File: src/shared/timer_counter_defs.svh
// named constants for the timer/counter control block
`ifndef TIMER_COUNTER_DEFS_SVH
`define TIMER_COUNTER_DEFS_SVH

// ====================================================================
// register byte offsets
`define OFS_COMPARE_A_LOW 8'h10
`define OFS_COMPARE_A_HIGH 8'h11
`define OFS_CAPTURE_B_LOW 8'h12
`define OFS_CAPTURE_B_HIGH 8'h13
`define OFS_TIMER_CONTROL 8'h14

// ====================================================================
// reset values
`define RST_DATA_REG 16'hFFFF
`define RST_CONTROL 8'h00
`define RST_ZERO16 16'h0000
`define RST_ZERO8 8'h00

// ====================================================================
// control register field positions
`define CTL_MODE_LSB 0
`define CTL_CLK_LSB 2
`define CTL_START_LSB 4
`define CTL_CAPTURE_BIT 6
`define CTL_TFF_BIT 7

// ====================================================================
// prescaler taps: source clock is high clock over 2 to this power
`define DIV_EXP_SLOW 11
`define DIV_EXP_MID 7
`define DIV_EXP_FAST 3
`define PRESCALE_W 11
`define LOW_DIV_MAX 3'h7

`endif

File: src/shared/timer_counter_pkg.sv
// types shared by the timer/counter control block
package timer_counter_pkg;

   // ====================================================================
   // operating mode field codes
   typedef enum logic [1:0] {
      MODE_TIMER = 2'b00, // timer, external trigger or event counter
      MODE_WINDOW = 2'b01,
      MODE_PULSE_WIDTH = 2'b10,
      MODE_PULSE_OUT = 2'b11
   } operating_mode_e;

   // source clock field codes
   typedef enum logic [1:0] {
      CLK_DIV_SLOW = 2'b00,
      CLK_DIV_MID = 2'b01,
      CLK_DIV_FAST = 2'b10,
      CLK_EXT_PIN = 2'b11
   } source_clock_e;

   // start control field codes
   typedef enum logic [1:0] {
      START_STOP = 2'b00,
      START_COMMAND = 2'b01,
      START_RISING = 2'b10,
      START_FALLING = 2'b11
   } start_control_e;

   // counter sequencing states
   typedef enum logic [1:0] {
      RUN_HALTED = 2'b00,
      RUN_ARMED = 2'b01,
      RUN_COUNTING = 2'b10
   } run_state_e;

endpackage

File: src/logic/timer_counter.sv
// 16-bit up-counting timer/counter with control and compare/capture registers
//
// The address map and strobed register access were chosen for this implementation.
`timescale 1ns/10ps
`include "timer_counter_defs.svh"

module timer_counter
   import timer_counter_pkg::*;
(
   input wire logic core_clk_in, // 50 MHz core clock, stands for the high clock
   input wire logic rst_in, // synchronous, active high
   input wire logic [7:0] addr_in, // register byte address
   input wire logic [7:0] wdata_in, // write data
   input wire logic wr_in, // one-cycle write strobe
   input wire logic rd_in, // one-cycle read strobe
   output logic [7:0] rdata_out, // read data, cycle after the strobe
   input wire logic timer_input_pin_in, // external pin, asynchronous
   input wire logic low_freq_clock_in, // low clock, sampled as a level
   input wire logic divider_clock_option_in, // selects low clock for code 00
   input wire logic slow_mode_in, // chip in slow or sleep mode
   input wire logic stop_mode_in, // chip entering stop mode
   output logic timer_match_irq_out // one-cycle request pulse
);

   // ====================================================================
   // decode helpers

   // tick once every 2**exp cycles of the free prescaler
   function automatic logic div_tick(input logic [`PRESCALE_W-1:0] pre, input int exp);
      logic all_ones;
      all_ones = 1'b1;
      for (int i = 0; i < `PRESCALE_W; i++) begin
         if (i < exp) begin
            all_ones = all_ones & pre[i];
         end
      end
      return all_ones;
   endfunction

   // chosen pin edge: rising for start code 10, falling for 11
   function automatic logic pin_edge(input logic falling_sel, input logic cur, input logic prev);
      return falling_sel ? (prev & ~cur) : (cur & ~prev);
   endfunction

   // ====================================================================
   // input synchronisers
   logic [2:0] pin_sync; // [0] meta, [1] stable, [2] previous
   logic [2:0] low_sync; // same layout for the low clock
   logic [2:0] next_pin_sync;
   logic [2:0] next_low_sync;

   // shift pins through two stages plus one history stage
   always_comb begin
      next_pin_sync = {pin_sync[1:0], timer_input_pin_in};
      next_low_sync = {low_sync[1:0], low_freq_clock_in};
   end

   always_ff @(posedge core_clk_in) begin
      if (rst_in) begin
         pin_sync <= 3'h0;
         low_sync <= 3'h0;
      end else begin
         pin_sync <= next_pin_sync;
         low_sync <= next_low_sync;
      end
   end

   // ====================================================================
   // registers and counter state
   logic [1:0] operating_mode_select;
   logic [1:0] source_clock_select;
   logic [1:0] start_control_field;
   logic auto_capture_enable;
   logic output_flipflop_control; // stored only; pulse output is not built here
   logic [15:0] compare_register_a; // active compare value
   logic [15:0] compare_a_buffer; // shift-in buffer, loads on a tick
   logic compare_a_pending;
   logic [15:0] capture_register_b; // active B value
   logic [15:0] capture_b_buffer;
   logic capture_b_pending;
   logic [15:0] up_counter;
   run_state_e run_state;
   logic [`PRESCALE_W-1:0] prescaler; // free-running high clock divider
   logic [2:0] low_div; // low clock edge divider
   logic [7:0] rdata;
   logic match_irq;

   logic [1:0] next_operating_mode_select;
   logic [1:0] next_source_clock_select;
   logic [1:0] next_start_control_field;
   logic next_auto_capture_enable;
   logic next_output_flipflop_control;
   logic [15:0] next_compare_register_a;
   logic [15:0] next_compare_a_buffer;
   logic next_compare_a_pending;
   logic [15:0] next_capture_register_b;
   logic [15:0] next_capture_b_buffer;
   logic next_capture_b_pending;
   logic [15:0] next_up_counter;
   run_state_e next_run_state;
   logic [`PRESCALE_W-1:0] next_prescaler;
   logic [2:0] next_low_div;
   logic [7:0] next_rdata;
   logic next_match_irq;

   // derived strobes
   logic low_edge; // rising edge of the synchronised low clock
   logic src_tick; // one pulse of the selected source clock
   logic start_edge; // selected pin edge
   logic ext_counting; // source is the pin (event counter)
   logic needs_trigger; // counting waits for a pin edge
   logic count_enable; // window gating or plain running
   logic count_now;

   // ====================================================================
   // source clock selection and start conditions
   always_comb begin
      low_edge = low_sync[1] & ~low_sync[2];
      start_edge = pin_edge(start_control_field[0], pin_sync[1], pin_sync[2]);
      ext_counting = (source_clock_select == CLK_EXT_PIN);
      src_tick = 1'b0;
      // slow and sleep only allow code 00 from the low clock
      if (slow_mode_in) begin
         src_tick = (source_clock_select == CLK_DIV_SLOW) && low_edge
            && (low_div == `LOW_DIV_MAX);
      end else begin
         case (source_clock_select)
            CLK_DIV_SLOW: begin
               src_tick = divider_clock_option_in
                  ? (low_edge && (low_div == `LOW_DIV_MAX))
                  : div_tick(prescaler, `DIV_EXP_SLOW);
            end
            CLK_DIV_MID: src_tick = div_tick(prescaler, `DIV_EXP_MID);
            CLK_DIV_FAST: src_tick = div_tick(prescaler, `DIV_EXP_FAST);
            CLK_EXT_PIN: begin
               // event counting: the start code chooses the counted edge
               src_tick = (start_control_field == START_COMMAND)
                  ? (pin_sync[1] & ~pin_sync[2])
                  : start_edge;
            end
            default: src_tick = 1'b0;
         endcase
      end
      // start codes 10 and 11 wait for a pin edge in every mode except window, unless the pin is the source
      needs_trigger = start_control_field[1] && !ext_counting
         && (operating_mode_select != MODE_WINDOW);
      // window mode gates the source clock by the pin level and polarity
      if (operating_mode_select == MODE_WINDOW) begin
         count_enable = start_control_field[0] ? ~pin_sync[1] : pin_sync[1];
      end else begin
         count_enable = 1'b1;
      end
      // a cleared start field stops counting at once, before the sequencer catches up
      count_now = src_tick && count_enable && (run_state == RUN_COUNTING)
         && (start_control_field != START_STOP);
   end

   // ====================================================================
   // register file, counter and sequencer next state
   always_comb begin
      next_operating_mode_select = operating_mode_select;
      next_source_clock_select = source_clock_select;
      next_start_control_field = start_control_field;
      next_auto_capture_enable = auto_capture_enable;
      next_output_flipflop_control = output_flipflop_control;
      next_compare_register_a = compare_register_a;
      next_compare_a_buffer = compare_a_buffer;
      next_compare_a_pending = compare_a_pending;
      next_capture_register_b = capture_register_b;
      next_capture_b_buffer = capture_b_buffer;
      next_capture_b_pending = capture_b_pending;
      next_up_counter = up_counter;
      next_run_state = run_state;
      next_prescaler = prescaler + `PRESCALE_W'(1);
      next_low_div = low_edge ? low_div + 3'h1 : low_div;
      next_rdata = `RST_ZERO8;
      next_match_irq = 1'b0;

      // buffered values take effect on a source tick
      if (src_tick && compare_a_pending) begin
         next_compare_register_a = compare_a_buffer;
         next_compare_a_pending = 1'b0;
      end
      if (src_tick && capture_b_pending) begin
         next_capture_register_b = capture_b_buffer;
         next_capture_b_pending = 1'b0;
      end

      // software writes; a tick in the same cycle loses to the new upper byte
      if (wr_in) begin
         case (addr_in)
            `OFS_COMPARE_A_LOW: next_compare_a_buffer[7:0] = wdata_in;
            `OFS_COMPARE_A_HIGH: begin
               next_compare_a_buffer[15:8] = wdata_in;
               next_compare_a_pending = 1'b1;
            end
            `OFS_CAPTURE_B_LOW: begin
               if (operating_mode_select == MODE_PULSE_OUT) begin
                  next_capture_b_buffer[7:0] = wdata_in;
               end
            end
            `OFS_CAPTURE_B_HIGH: begin
               // B is writable only in pulse-output mode
               if (operating_mode_select == MODE_PULSE_OUT) begin
                  next_capture_b_buffer[15:8] = wdata_in;
                  next_capture_b_pending = 1'b1;
               end
            end
            `OFS_TIMER_CONTROL: begin
               next_operating_mode_select = wdata_in[`CTL_MODE_LSB +: 2];
               next_source_clock_select = wdata_in[`CTL_CLK_LSB +: 2];
               next_start_control_field = wdata_in[`CTL_START_LSB +: 2];
               next_auto_capture_enable = wdata_in[`CTL_CAPTURE_BIT];
               next_output_flipflop_control = wdata_in[`CTL_TFF_BIT];
            end
            default: begin
               // unmapped addresses are ignored
            end
         endcase
      end

      // stop mode entry overrides a simultaneous software start
      if (stop_mode_in) begin
         next_start_control_field = START_STOP;
      end

      // sequencer
      case (run_state)
         RUN_HALTED: begin
            next_up_counter = `RST_ZERO16;
            if (start_control_field != START_STOP) begin
               next_run_state = needs_trigger ? RUN_ARMED : RUN_COUNTING;
            end
         end
         RUN_ARMED: begin
            // waiting for the selected pin edge
            if (start_edge) begin
               next_run_state = RUN_COUNTING;
            end
         end
         RUN_COUNTING: begin
            if (count_now) begin
               if (up_counter == compare_register_a) begin
                  next_match_irq = 1'b1;
                  next_up_counter = `RST_ZERO16;
                  // trigger-started timing halts and rearms after a match
                  if (needs_trigger && operating_mode_select == MODE_TIMER) begin
                     next_run_state = RUN_ARMED;
                  end
               end else begin
                  next_up_counter = up_counter + 16'h0001;
               end
            end
         end
         default: next_run_state = RUN_HALTED;
      endcase

      // stopped field holds the counter cleared regardless of state
      if (start_control_field == START_STOP) begin
         next_up_counter = `RST_ZERO16;
         next_run_state = RUN_HALTED;
      end

      // auto-capture samples on every source tick; stale once stopped
      if (auto_capture_enable && src_tick && start_control_field != START_STOP) begin
         next_capture_register_b = up_counter;
      end

      // read data for the following cycle
      if (rd_in) begin
         case (addr_in)
            `OFS_COMPARE_A_LOW: next_rdata = compare_register_a[7:0];
            `OFS_COMPARE_A_HIGH: next_rdata = compare_register_a[15:8];
            `OFS_CAPTURE_B_LOW: next_rdata = capture_register_b[7:0];
            `OFS_CAPTURE_B_HIGH: next_rdata = capture_register_b[15:8];
            `OFS_TIMER_CONTROL: begin
               next_rdata = {output_flipflop_control, auto_capture_enable,
                  start_control_field, source_clock_select, operating_mode_select};
            end
            default: next_rdata = `RST_ZERO8;
         endcase
      end
   end

   // register everything
   always_ff @(posedge core_clk_in) begin
      if (rst_in) begin
         operating_mode_select <= MODE_TIMER;
         source_clock_select <= CLK_DIV_SLOW;
         start_control_field <= START_STOP;
         auto_capture_enable <= 1'b0;
         output_flipflop_control <= 1'b0;
         compare_register_a <= `RST_DATA_REG;
         compare_a_buffer <= `RST_DATA_REG;
         compare_a_pending <= 1'b0;
         capture_register_b <= `RST_DATA_REG;
         capture_b_buffer <= `RST_DATA_REG;
         capture_b_pending <= 1'b0;
         up_counter <= `RST_ZERO16;
         run_state <= RUN_HALTED;
         prescaler <= `PRESCALE_W'(0);
         low_div <= 3'h0;
         rdata <= `RST_ZERO8;
         match_irq <= 1'b0;
      end else begin
         operating_mode_select <= next_operating_mode_select;
         source_clock_select <= next_source_clock_select;
         start_control_field <= next_start_control_field;
         auto_capture_enable <= next_auto_capture_enable;
         output_flipflop_control <= next_output_flipflop_control;
         compare_register_a <= next_compare_register_a;
         compare_a_buffer <= next_compare_a_buffer;
         compare_a_pending <= next_compare_a_pending;
         capture_register_b <= next_capture_register_b;
         capture_b_buffer <= next_capture_b_buffer;
         capture_b_pending <= next_capture_b_pending;
         up_counter <= next_up_counter;
         run_state <= next_run_state;
         prescaler <= next_prescaler;
         low_div <= next_low_div;
         rdata <= next_rdata;
         match_irq <= next_match_irq;
      end
   end

   // ====================================================================
   // outputs straight from flip-flops
   assign rdata_out = rdata;
   assign timer_match_irq_out = match_irq;

endmodule

File: config.mk
export PLATFORM = sky130hd
export DESIGN_NAME = timer_counter
export DESIGN_NICKNAME = d
export VERILOG_FILES = /design/src/shared/timer_counter_pkg.sv /design/src/logic/timer_counter.sv
export VERILOG_INCLUDE_DIRS = /design/src /design/src/shared
export SDC_FILE = /design/constraint.sdc
export NUM_CORES = 1
export LEC_CHECK = 0
export ABC_CLOCK_PERIOD_IN_PS = 2800
export BUFFER_PORTS_ARGS = -buffer_cell sky130_fd_sc_hd__buf_2
export CAP_MARGIN = 20
export CORE_ASPECT_RATIO = 1.2
export CORE_UTILIZATION = 45
export DETAILED_ROUTE_END_ITERATION = 8
export GPL_TIMING_DRIVEN = 0
export SLEW_MARGIN = 20
export SYNTH_ARGS = -nofsm -noshare
export SYNTH_HDL_FRONTEND = slang
export SYNTH_SLANG_ARGS = --single-unit
File: constraint.sdc
create_clock -name core_clk_in -period 2.8 [get_ports core_clk_in]
set_input_delay 0.28 -clock core_clk_in [delete_from_list [all_inputs] [get_ports core_clk_in]]
set_output_delay 0.28 -clock core_clk_in [all_outputs]
set_load 0.01 [all_outputs]
Word-level counts from Yosys, hierarchy flattened
Cells that the tools add are included.
{"block": "totals", "ram_bits": 0, "mem_count": 0, "regBits": 121, "romBits": 0, "elab_cells": 168, "latch_bits": 0}
{"block": "op_classes", "addsub": 3, "bitwise": 27, "n_eq_ne": 21, "n_lt_le_gt_ge": 0, "n_mux": 64, "n_shift": 0, "reduce_logical": 32, "mul": 0, "div_mod_pow": 0}
{"op": "2-to-1 mux 16 bit", "n": 4}
{"op": "2-to-1 mux 1 bit", "n": 50}
{"op": "equality test 8 x 5 -> 1 bit (second input constant)", "n": 5}
{"op": "case mux 8 bit (5 select lines)", "n": 1}
{"op": "case mux 16 bit (2 select lines)", "n": 1}
{"op": "AND 1 bit", "n": 21}
{"op": "adder 16 x 1 -> 16 bit (second input constant)", "n": 1}
{"op": "equality test 16 bit", "n": 1}
{"op": "logical AND 1 bit", "n": 13}
{"op": "2-to-1 mux 2 bit", "n": 6}
{"op": "adder 11 x 1 -> 11 bit (second input constant)", "n": 1}
{"op": "equality test 2 x 1 -> 1 bit (second input constant)", "n": 4}
{"op": "equality test 2 bit (second input constant)", "n": 4}
{"op": "zero test 2 bit", "n": 4}
{"op": "AND reduction 2 bit", "n": 4}
{"op": "inequality test 2 x 1 -> 1 bit (second input constant)", "n": 3}
{"op": "inequality test 2 bit (second input constant)", "n": 3}
{"op": "NOT 1 bit", "n": 6}
{"op": "case mux 2 bit (3 select lines)", "n": 1}
{"op": "AND reduction 3 bit", "n": 2}
{"op": "nonzero test 2 bit", "n": 3}
{"op": "OR reduction 2 bit", "n": 3}
{"op": "AND reduction 5 bit", "n": 1}
{"op": "case mux 1 bit (4 select lines)", "n": 1}
{"op": "other kinds (4)", "n": 4}

Depth between registers and ports, before layout
{"block": "logic_depth", "depth_word": 39, "mapped_depth": 12}

Worst setup path after synthesis
Ideal clock, no wire load.
{"block": "synth_path", "kind": "reg2reg", "from": "register prescaler[0]", "to": "register up_counter[8]", "path_buffers": 2, "path_slack_ns": 0.087, "setup_time_ns": 0.096, "t_arrival_ns": 2.618, "path_stages_with_launch": 12, "synth_period_minus_slack_ns": 2.713, "t_required_ns": 2.704, "cell_sequence": "dfxtp_1 -> ha_1 -> ha_1 -> nand4_1 -> or4b_1 -> a31oi_1 -> a21boi_1 -> buf_6 -> or4_4 -> buf_6 -> nand2b_4 -> o41ai_2"}
{"block": "synth_via", "elab_chain_cells": 38}
{"element": "from (decl)", "line": "timer_counter.sv:83", "text": "logic [`PRESCALE_W-1:0] prescaler;"}
{"element": "from (signal assigned)", "line": "timer_counter.sv:301", "text": "prescaler <= `PRESCALE_W'(0);"}
{"element": "from (signal assigned)", "line": "timer_counter.sv:319", "text": "prescaler <= next_prescaler;"}
{"element": "2-to-1 mux 1 bit", "line": "timer_counter.sv:127", "text": "case (source_clock_select)"}
{"element": "2-to-1 mux 1 bit", "line": "timer_counter.sv:123", "text": "if (slow_mode_in) begin"}
{"element": "AND 1 bit", "line": "timer_counter.sv:34", "text": "all_ones = all_ones & pre[i];"}
{"element": "2-to-1 mux 1 bit", "line": "timer_counter.sv:127"}
{"element": "2-to-1 mux 1 bit", "line": "timer_counter.sv:123"}
{"element": "AND 1 bit", "line": "timer_counter.sv:34"}
{"element": "2-to-1 mux 1 bit", "line": "timer_counter.sv:127"}
{"element": "2-to-1 mux 1 bit", "line": "timer_counter.sv:123"}
{"element": "[... 21 more ...]"}
{"element": "AND 1 bit", "line": "timer_counter.sv:34"}
{"element": "2-to-1 mux 1 bit", "line": "timer_counter.sv:129", "text": "src_tick = divider_clock_option_in"}
{"element": "case mux 1 bit (4 select lines) *", "line": "timer_counter.sv:127"}
{"element": "2-to-1 mux 1 bit *", "line": "timer_counter.sv:123"}
{"element": "logical AND 1 bit * (2 in a row)", "line": "timer_counter.sv:154", "text": "count_now = src_tick && count_enable && (run_state == RUN_COUNTING)"}
{"element": "logical AND 1 bit *", "line": "timer_counter.sv:155", "text": "&& (start_control_field != START_STOP);"}
{"element": "inequality test 2 bit (no source line) *"}
{"element": "AND reduction 2 bit (no source line) *"}
{"element": "to (signal assigned)", "line": "timer_counter.sv:299", "text": "up_counter <= `RST_ZERO16;"}
{"element": "to (signal assigned)", "line": "timer_counter.sv:317", "text": "up_counter <= next_up_counter;"}
{"element": "to (decl)", "line": "timer_counter.sv:81", "text": "logic [15:0] up_counter;"}
Every way passes the cells marked *; elsewhere a longest branch is shown, timed or not. The select of a mux whose other input is x is not followed.
A chain may end at the register's enable or synchronous reset.

Final worst setup path
{"block": "layout_path", "from": "register start_control_field[0]", "to": "register capture_register_b[7]"}
{"block": "layout_via", "elab_chain_cells": 7}
{"element": "from (decl)", "line": "timer_counter.sv:72", "text": "logic [1:0] start_control_field;"}
{"element": "from (signal assigned)", "line": "timer_counter.sv:308", "text": "start_control_field <= next_start_control_field;"}
{"element": "equality test 2 x 1 -> 1 bit / 2-to-1 mux 1 bit (equally long branches)", "line": "timer_counter.sv:137, timer_counter.sv:42"}
{"element": "2-to-1 mux 1 bit", "line": "timer_counter.sv:138", "text": "? (pin_sync[1] & ~pin_sync[2])"}
{"element": "case mux 1 bit (4 select lines)", "line": "timer_counter.sv:127"}
{"element": "2-to-1 mux 1 bit", "line": "timer_counter.sv:123"}
{"element": "logical AND 1 bit (2 in a row)", "line": "timer_counter.sv:265", "text": "if (auto_capture_enable && src_tick && start_control_field != START_STOP) begin"}
{"element": "2-to-1 mux 16 bit / nonzero test 2 bit (equally long branches)"}
{"element": "to (signal assigned)", "line": "timer_counter.sv:296", "text": "capture_register_b <= `RST_DATA_REG;"}
{"element": "to (signal assigned)", "line": "timer_counter.sv:314", "text": "capture_register_b <= next_capture_register_b;"}
{"element": "to (decl)", "line": "timer_counter.sv:78", "text": "logic [15:0] capture_register_b;"}
Parallel ways exist; a longest one is shown, timed or not.

==> results.py <==
metrics = {
    "layout": {
        "n_antenna_cell": 0,
        "fillers": 1076,
        "design_area_um2": 6450,
        "fin_nets": 679,
        "layout-drive-gt1-share_pct": 16.5,
        "synthToLayoutAreaGrowth_pct": 20.9,
    },
    "yosys": {
        "async_flop_share_pct": 0,
        "synth_top_family_by_area": "simple AND/OR/NAND/NOR gates",
        "synth_ff_type": "dfxtp_1",
        "yosysTopAreaCell": "dfxtp_1",
        "synth.most_common_cell": "dfxtp_1",
        "synthDistinctLibCells": 52,
        "synth_common_cells": "dfxtp_1, nand2_1, nor2_1",
        "syn_area_um2": 5340,
        "ys_warn_count": 0,
        "synth_nets": 625,
        "netlist_top_cells_area": "dfxtp_1, nand2_1, a211o_1",
        "synthCells": 595,
        "syn_area_per_cell_um2": 8.97,
        "synth_adder_area_share_pct": 1.17,
        "synth-compound-area-share_pct": 19.9,
        "yosysSeqAreaShare_pct": 45.4,
        "synth-seq-cells": 121,
        "synth_edf_count": 0,
        "muxShareOfSynthArea_pct": 2.84,
        "synth_top_area_share_pct": 45.4,
        "synthXorXnorAreaFrac_pct": 3.94,
        "yosys.area_share.simple_pct": 22.0,
    },
    "timing": {
        "finalClockSkew_ps": 8.11,
        "setup_viol": 0,
        "tightest_slew_ps": 857,
        "fin_crit_ps": 2670,
        "timing.fmax_ghz": 0.374,
        "holdWs_ps": 45.6,
        "rsz0062_at_grt": "yes",
        "worst_slack_ps": 129,
        "hold_viol": 0,
        "slew_headroom_pct": 42.4,
        "maxSlewViolCount": 0,
        "fin_crit_sh_pct": 95.4,
    },
    "pwr": {
        "p_per_area_nw_per_um2": 645,
        "leakage_uw": 0.00245,
        "vdd_drop_max_uv": 407,
    },
    "placement": {
        "gp_congestion": 0.912,
        "placed_area_um2": 5700,
        "portBuffers": 33,
        "hpwl_um": 10900,
        "dp_slack_ps": -311,
    },
    "global_routing": {
        "grt_max_degree": 20,
        "grt_pass1_vias": 4381,
        "grt_antenna_before_repair": 0,
        "grt_usage_pct": 26.1,
        "grt_pass1_wl_um": 23600,
        "overflow": 0,
    },
    "run": {
        "max_cap_violations": 0,
    },
    "cts": {
        "clk_pin_slew_ps": 60,
        "cts_inserted_buffers": 17,
        "cts_root_buf": "clkbuf_16",
        "h-tree-depth": 4,
        "clock_latency_ps": 420,
        "cts_sinks": 121,
        "clock_path_buffers": 2,
        "cts_tree": "yes",
    },
    "routing": {
        "post_drt_wl_per_cell_um": 18.6,
        "drt_iter0_markers": 283,
        "drc": 0,
        "drt_wl_total_um": 15200,
        "viasPerCell": 5.72,
        "firstDrtPassIters": 5,
        "ant_nets": 0,
        "num_vias": 4685,
    },
    "critical_path": {
        "worstPathArrival_ps": 2950,
        "crit_required_ps": 3080,
        "crit_top_cell": "nor2_1",
        "cp_slowest_cell": "nor2_1",
        "crit_path_end_kind": "flop",
        "criticalPathCategory": "flop to flop",
        "startpoint_type": "flop",
        "critical_path.cell_chain": "clkbuf_1 > nand2_1 > mux2_2 > o21ai_0 > a21boi_2 > buf_4 > nor2_1 > nor2_1 > clkbuf_2 > a32oi_1",
        "path_max_fanout": 10,
        "slowest_delay_ps": 390,
    },
    "floorplan": {
        "ios": 34,
        "initial_core_util_pct": 46.1,
        "die_w_um": 101,
        "rows": 43,
        "die_area_um2": 12300,
        "core_area_um2": 11600,
        "die_h_um": 121,
    },
    "run_status": {
        "status": "completed",
    },
    "hold_path": {
        "hp-class": "primary input to flop",
    },
}
repair_timing:
item                                    4_1_cts  5_1_grt
resized for setup                            13       23
setup buffers                                 5        1
pin swaps                                     6        7
endpoints found under the setup margin       37       35
hold buffers                                  0        0
gates cloned                                  0        0
sequential cells by signal, indices dropped and copies added, names as in the netlist:
name                     count
operating_mode_select        2
capture_register_b          16
pin_sync                     3
rdata_out                    8
capture_b_buffer            16
prescaler                   11
up_counter                  16
compare_a_buffer            16
low_div                      3
compare_register_a          16
output_flipflop_control      1
timer_match_irq_out          1
compare_a_pending            1
low_sync                     3
run_state                    2
auto_capture_enable          1
capture_b_pending            1
source_clock_select          2
start_control_field          2
per-layer routing:
| metal | global-route usage [%] | vias to the layer above | share of wire (%) |
|---|---|---|---|
| li1 | - | 2252 | - |
| met1 | 34.0 | 2278 | 44 |
| met2 | 41.8 | 125 | 48 |
| met3 | 6.05 | 30 | 5.2 |
| met4 | 9.87 | 0 | 2.8 |
| met5 | 0 | - | 0 |
report_power, final:
part	internal (µW)	switching, µW
logic	42.1	70.1
clock network	1490	824
registers	1730	6.61
total	3260	900
logic make-up after synthesis:
family,Yosys count
simple gates,234
compound gates,134
flops,121
buf+inv,63
xor+xnor,24
mux,14
fa+ha+maj,5
worst paths after layout:
check | start | to | slack (ps) | depth (start not counted)
worst max-delay path | start_control_field[0]$_SDFFE_PP0P_ | capture_register_b[7]$_SDFFE_PP1P_ | 130 | 10
worst min-delay path | stop_mode_in | start_control_field[1]$_SDFFE_PP0P_ | 50 | 2
worst max register to register | start_control_field[0]$_SDFFE_PP0P_ | capture_register_b[7]$_SDFFE_PP1P_ | 130 | 10
worst min register to register | low_sync[0]$_SDFF_PP0_ | low_sync[1]$_SDFF_PP0_ | 440 | 1
worst max-delay path: cells and delay by family, from the launching register on:
family	cells	cell delay [ps]
simple gates	3	570
mux	1	240
flops	1	300
compound gates	3	510
buf+inv	3	920
area by class of cell:
| cell class | instances | area, µm² | share of cell area, % |
|---|---|---|---|
| sequential | 121 | 2420 | 37.6 |
| clock buffer | 17 | 425 | 6.59 |
| clock inverter | 15 | 201 | 3.12 |
| inverter | 25 | 93.8 | 1.45 |
| multi-input combinational | 411 | 2750 | 42.7 |
| tap | 157 | 196 | 3.04 |
| buffer | 34 | 149 | 2.31 |
| timing repair buffer | 39 | 210 | 3.26 |
placed cells by master (no fill, tap or decap), drive strengths merged, types with 2 or more instances in the layout:
cell	count
a32oi	16
o211ai	22
xnor2	2
or3	2
nor3	6
clkinvlp	3
dfxtp	121
a22o	8
a31oi	6
a21oi	17
nor2	41
a211o	31
o21ai	9
nor2b	40
mux2i	5
or4b	2
nand2	78
bufinv	4
and3	10
and4	2
o41ai	6
o31ai	6
a21boi	2
a222oi	8
or4	2
ha	5
buf	43
nand2b	6
or2	2
clkbuf	47
clkinv	8
nand3	18
nor4	7
inv	25
nand3b	7
xor2	22
mux2	9
nand4	7
metrics by stage:
stage                     util [%]  setup TNS, ps  total power [µW]  std cells
final                         55.8              0              4160        819
after global routing          55.8          -14.5              4290        819
after CTS                     55.3              0              4170        820
after detailed placement      49.3          -6310              1880        785
after global placement        49.3          -5790              1880        785
after floorplan                  -              0              1830        595
Note: power is estimated with default switching activity, not from simulation.
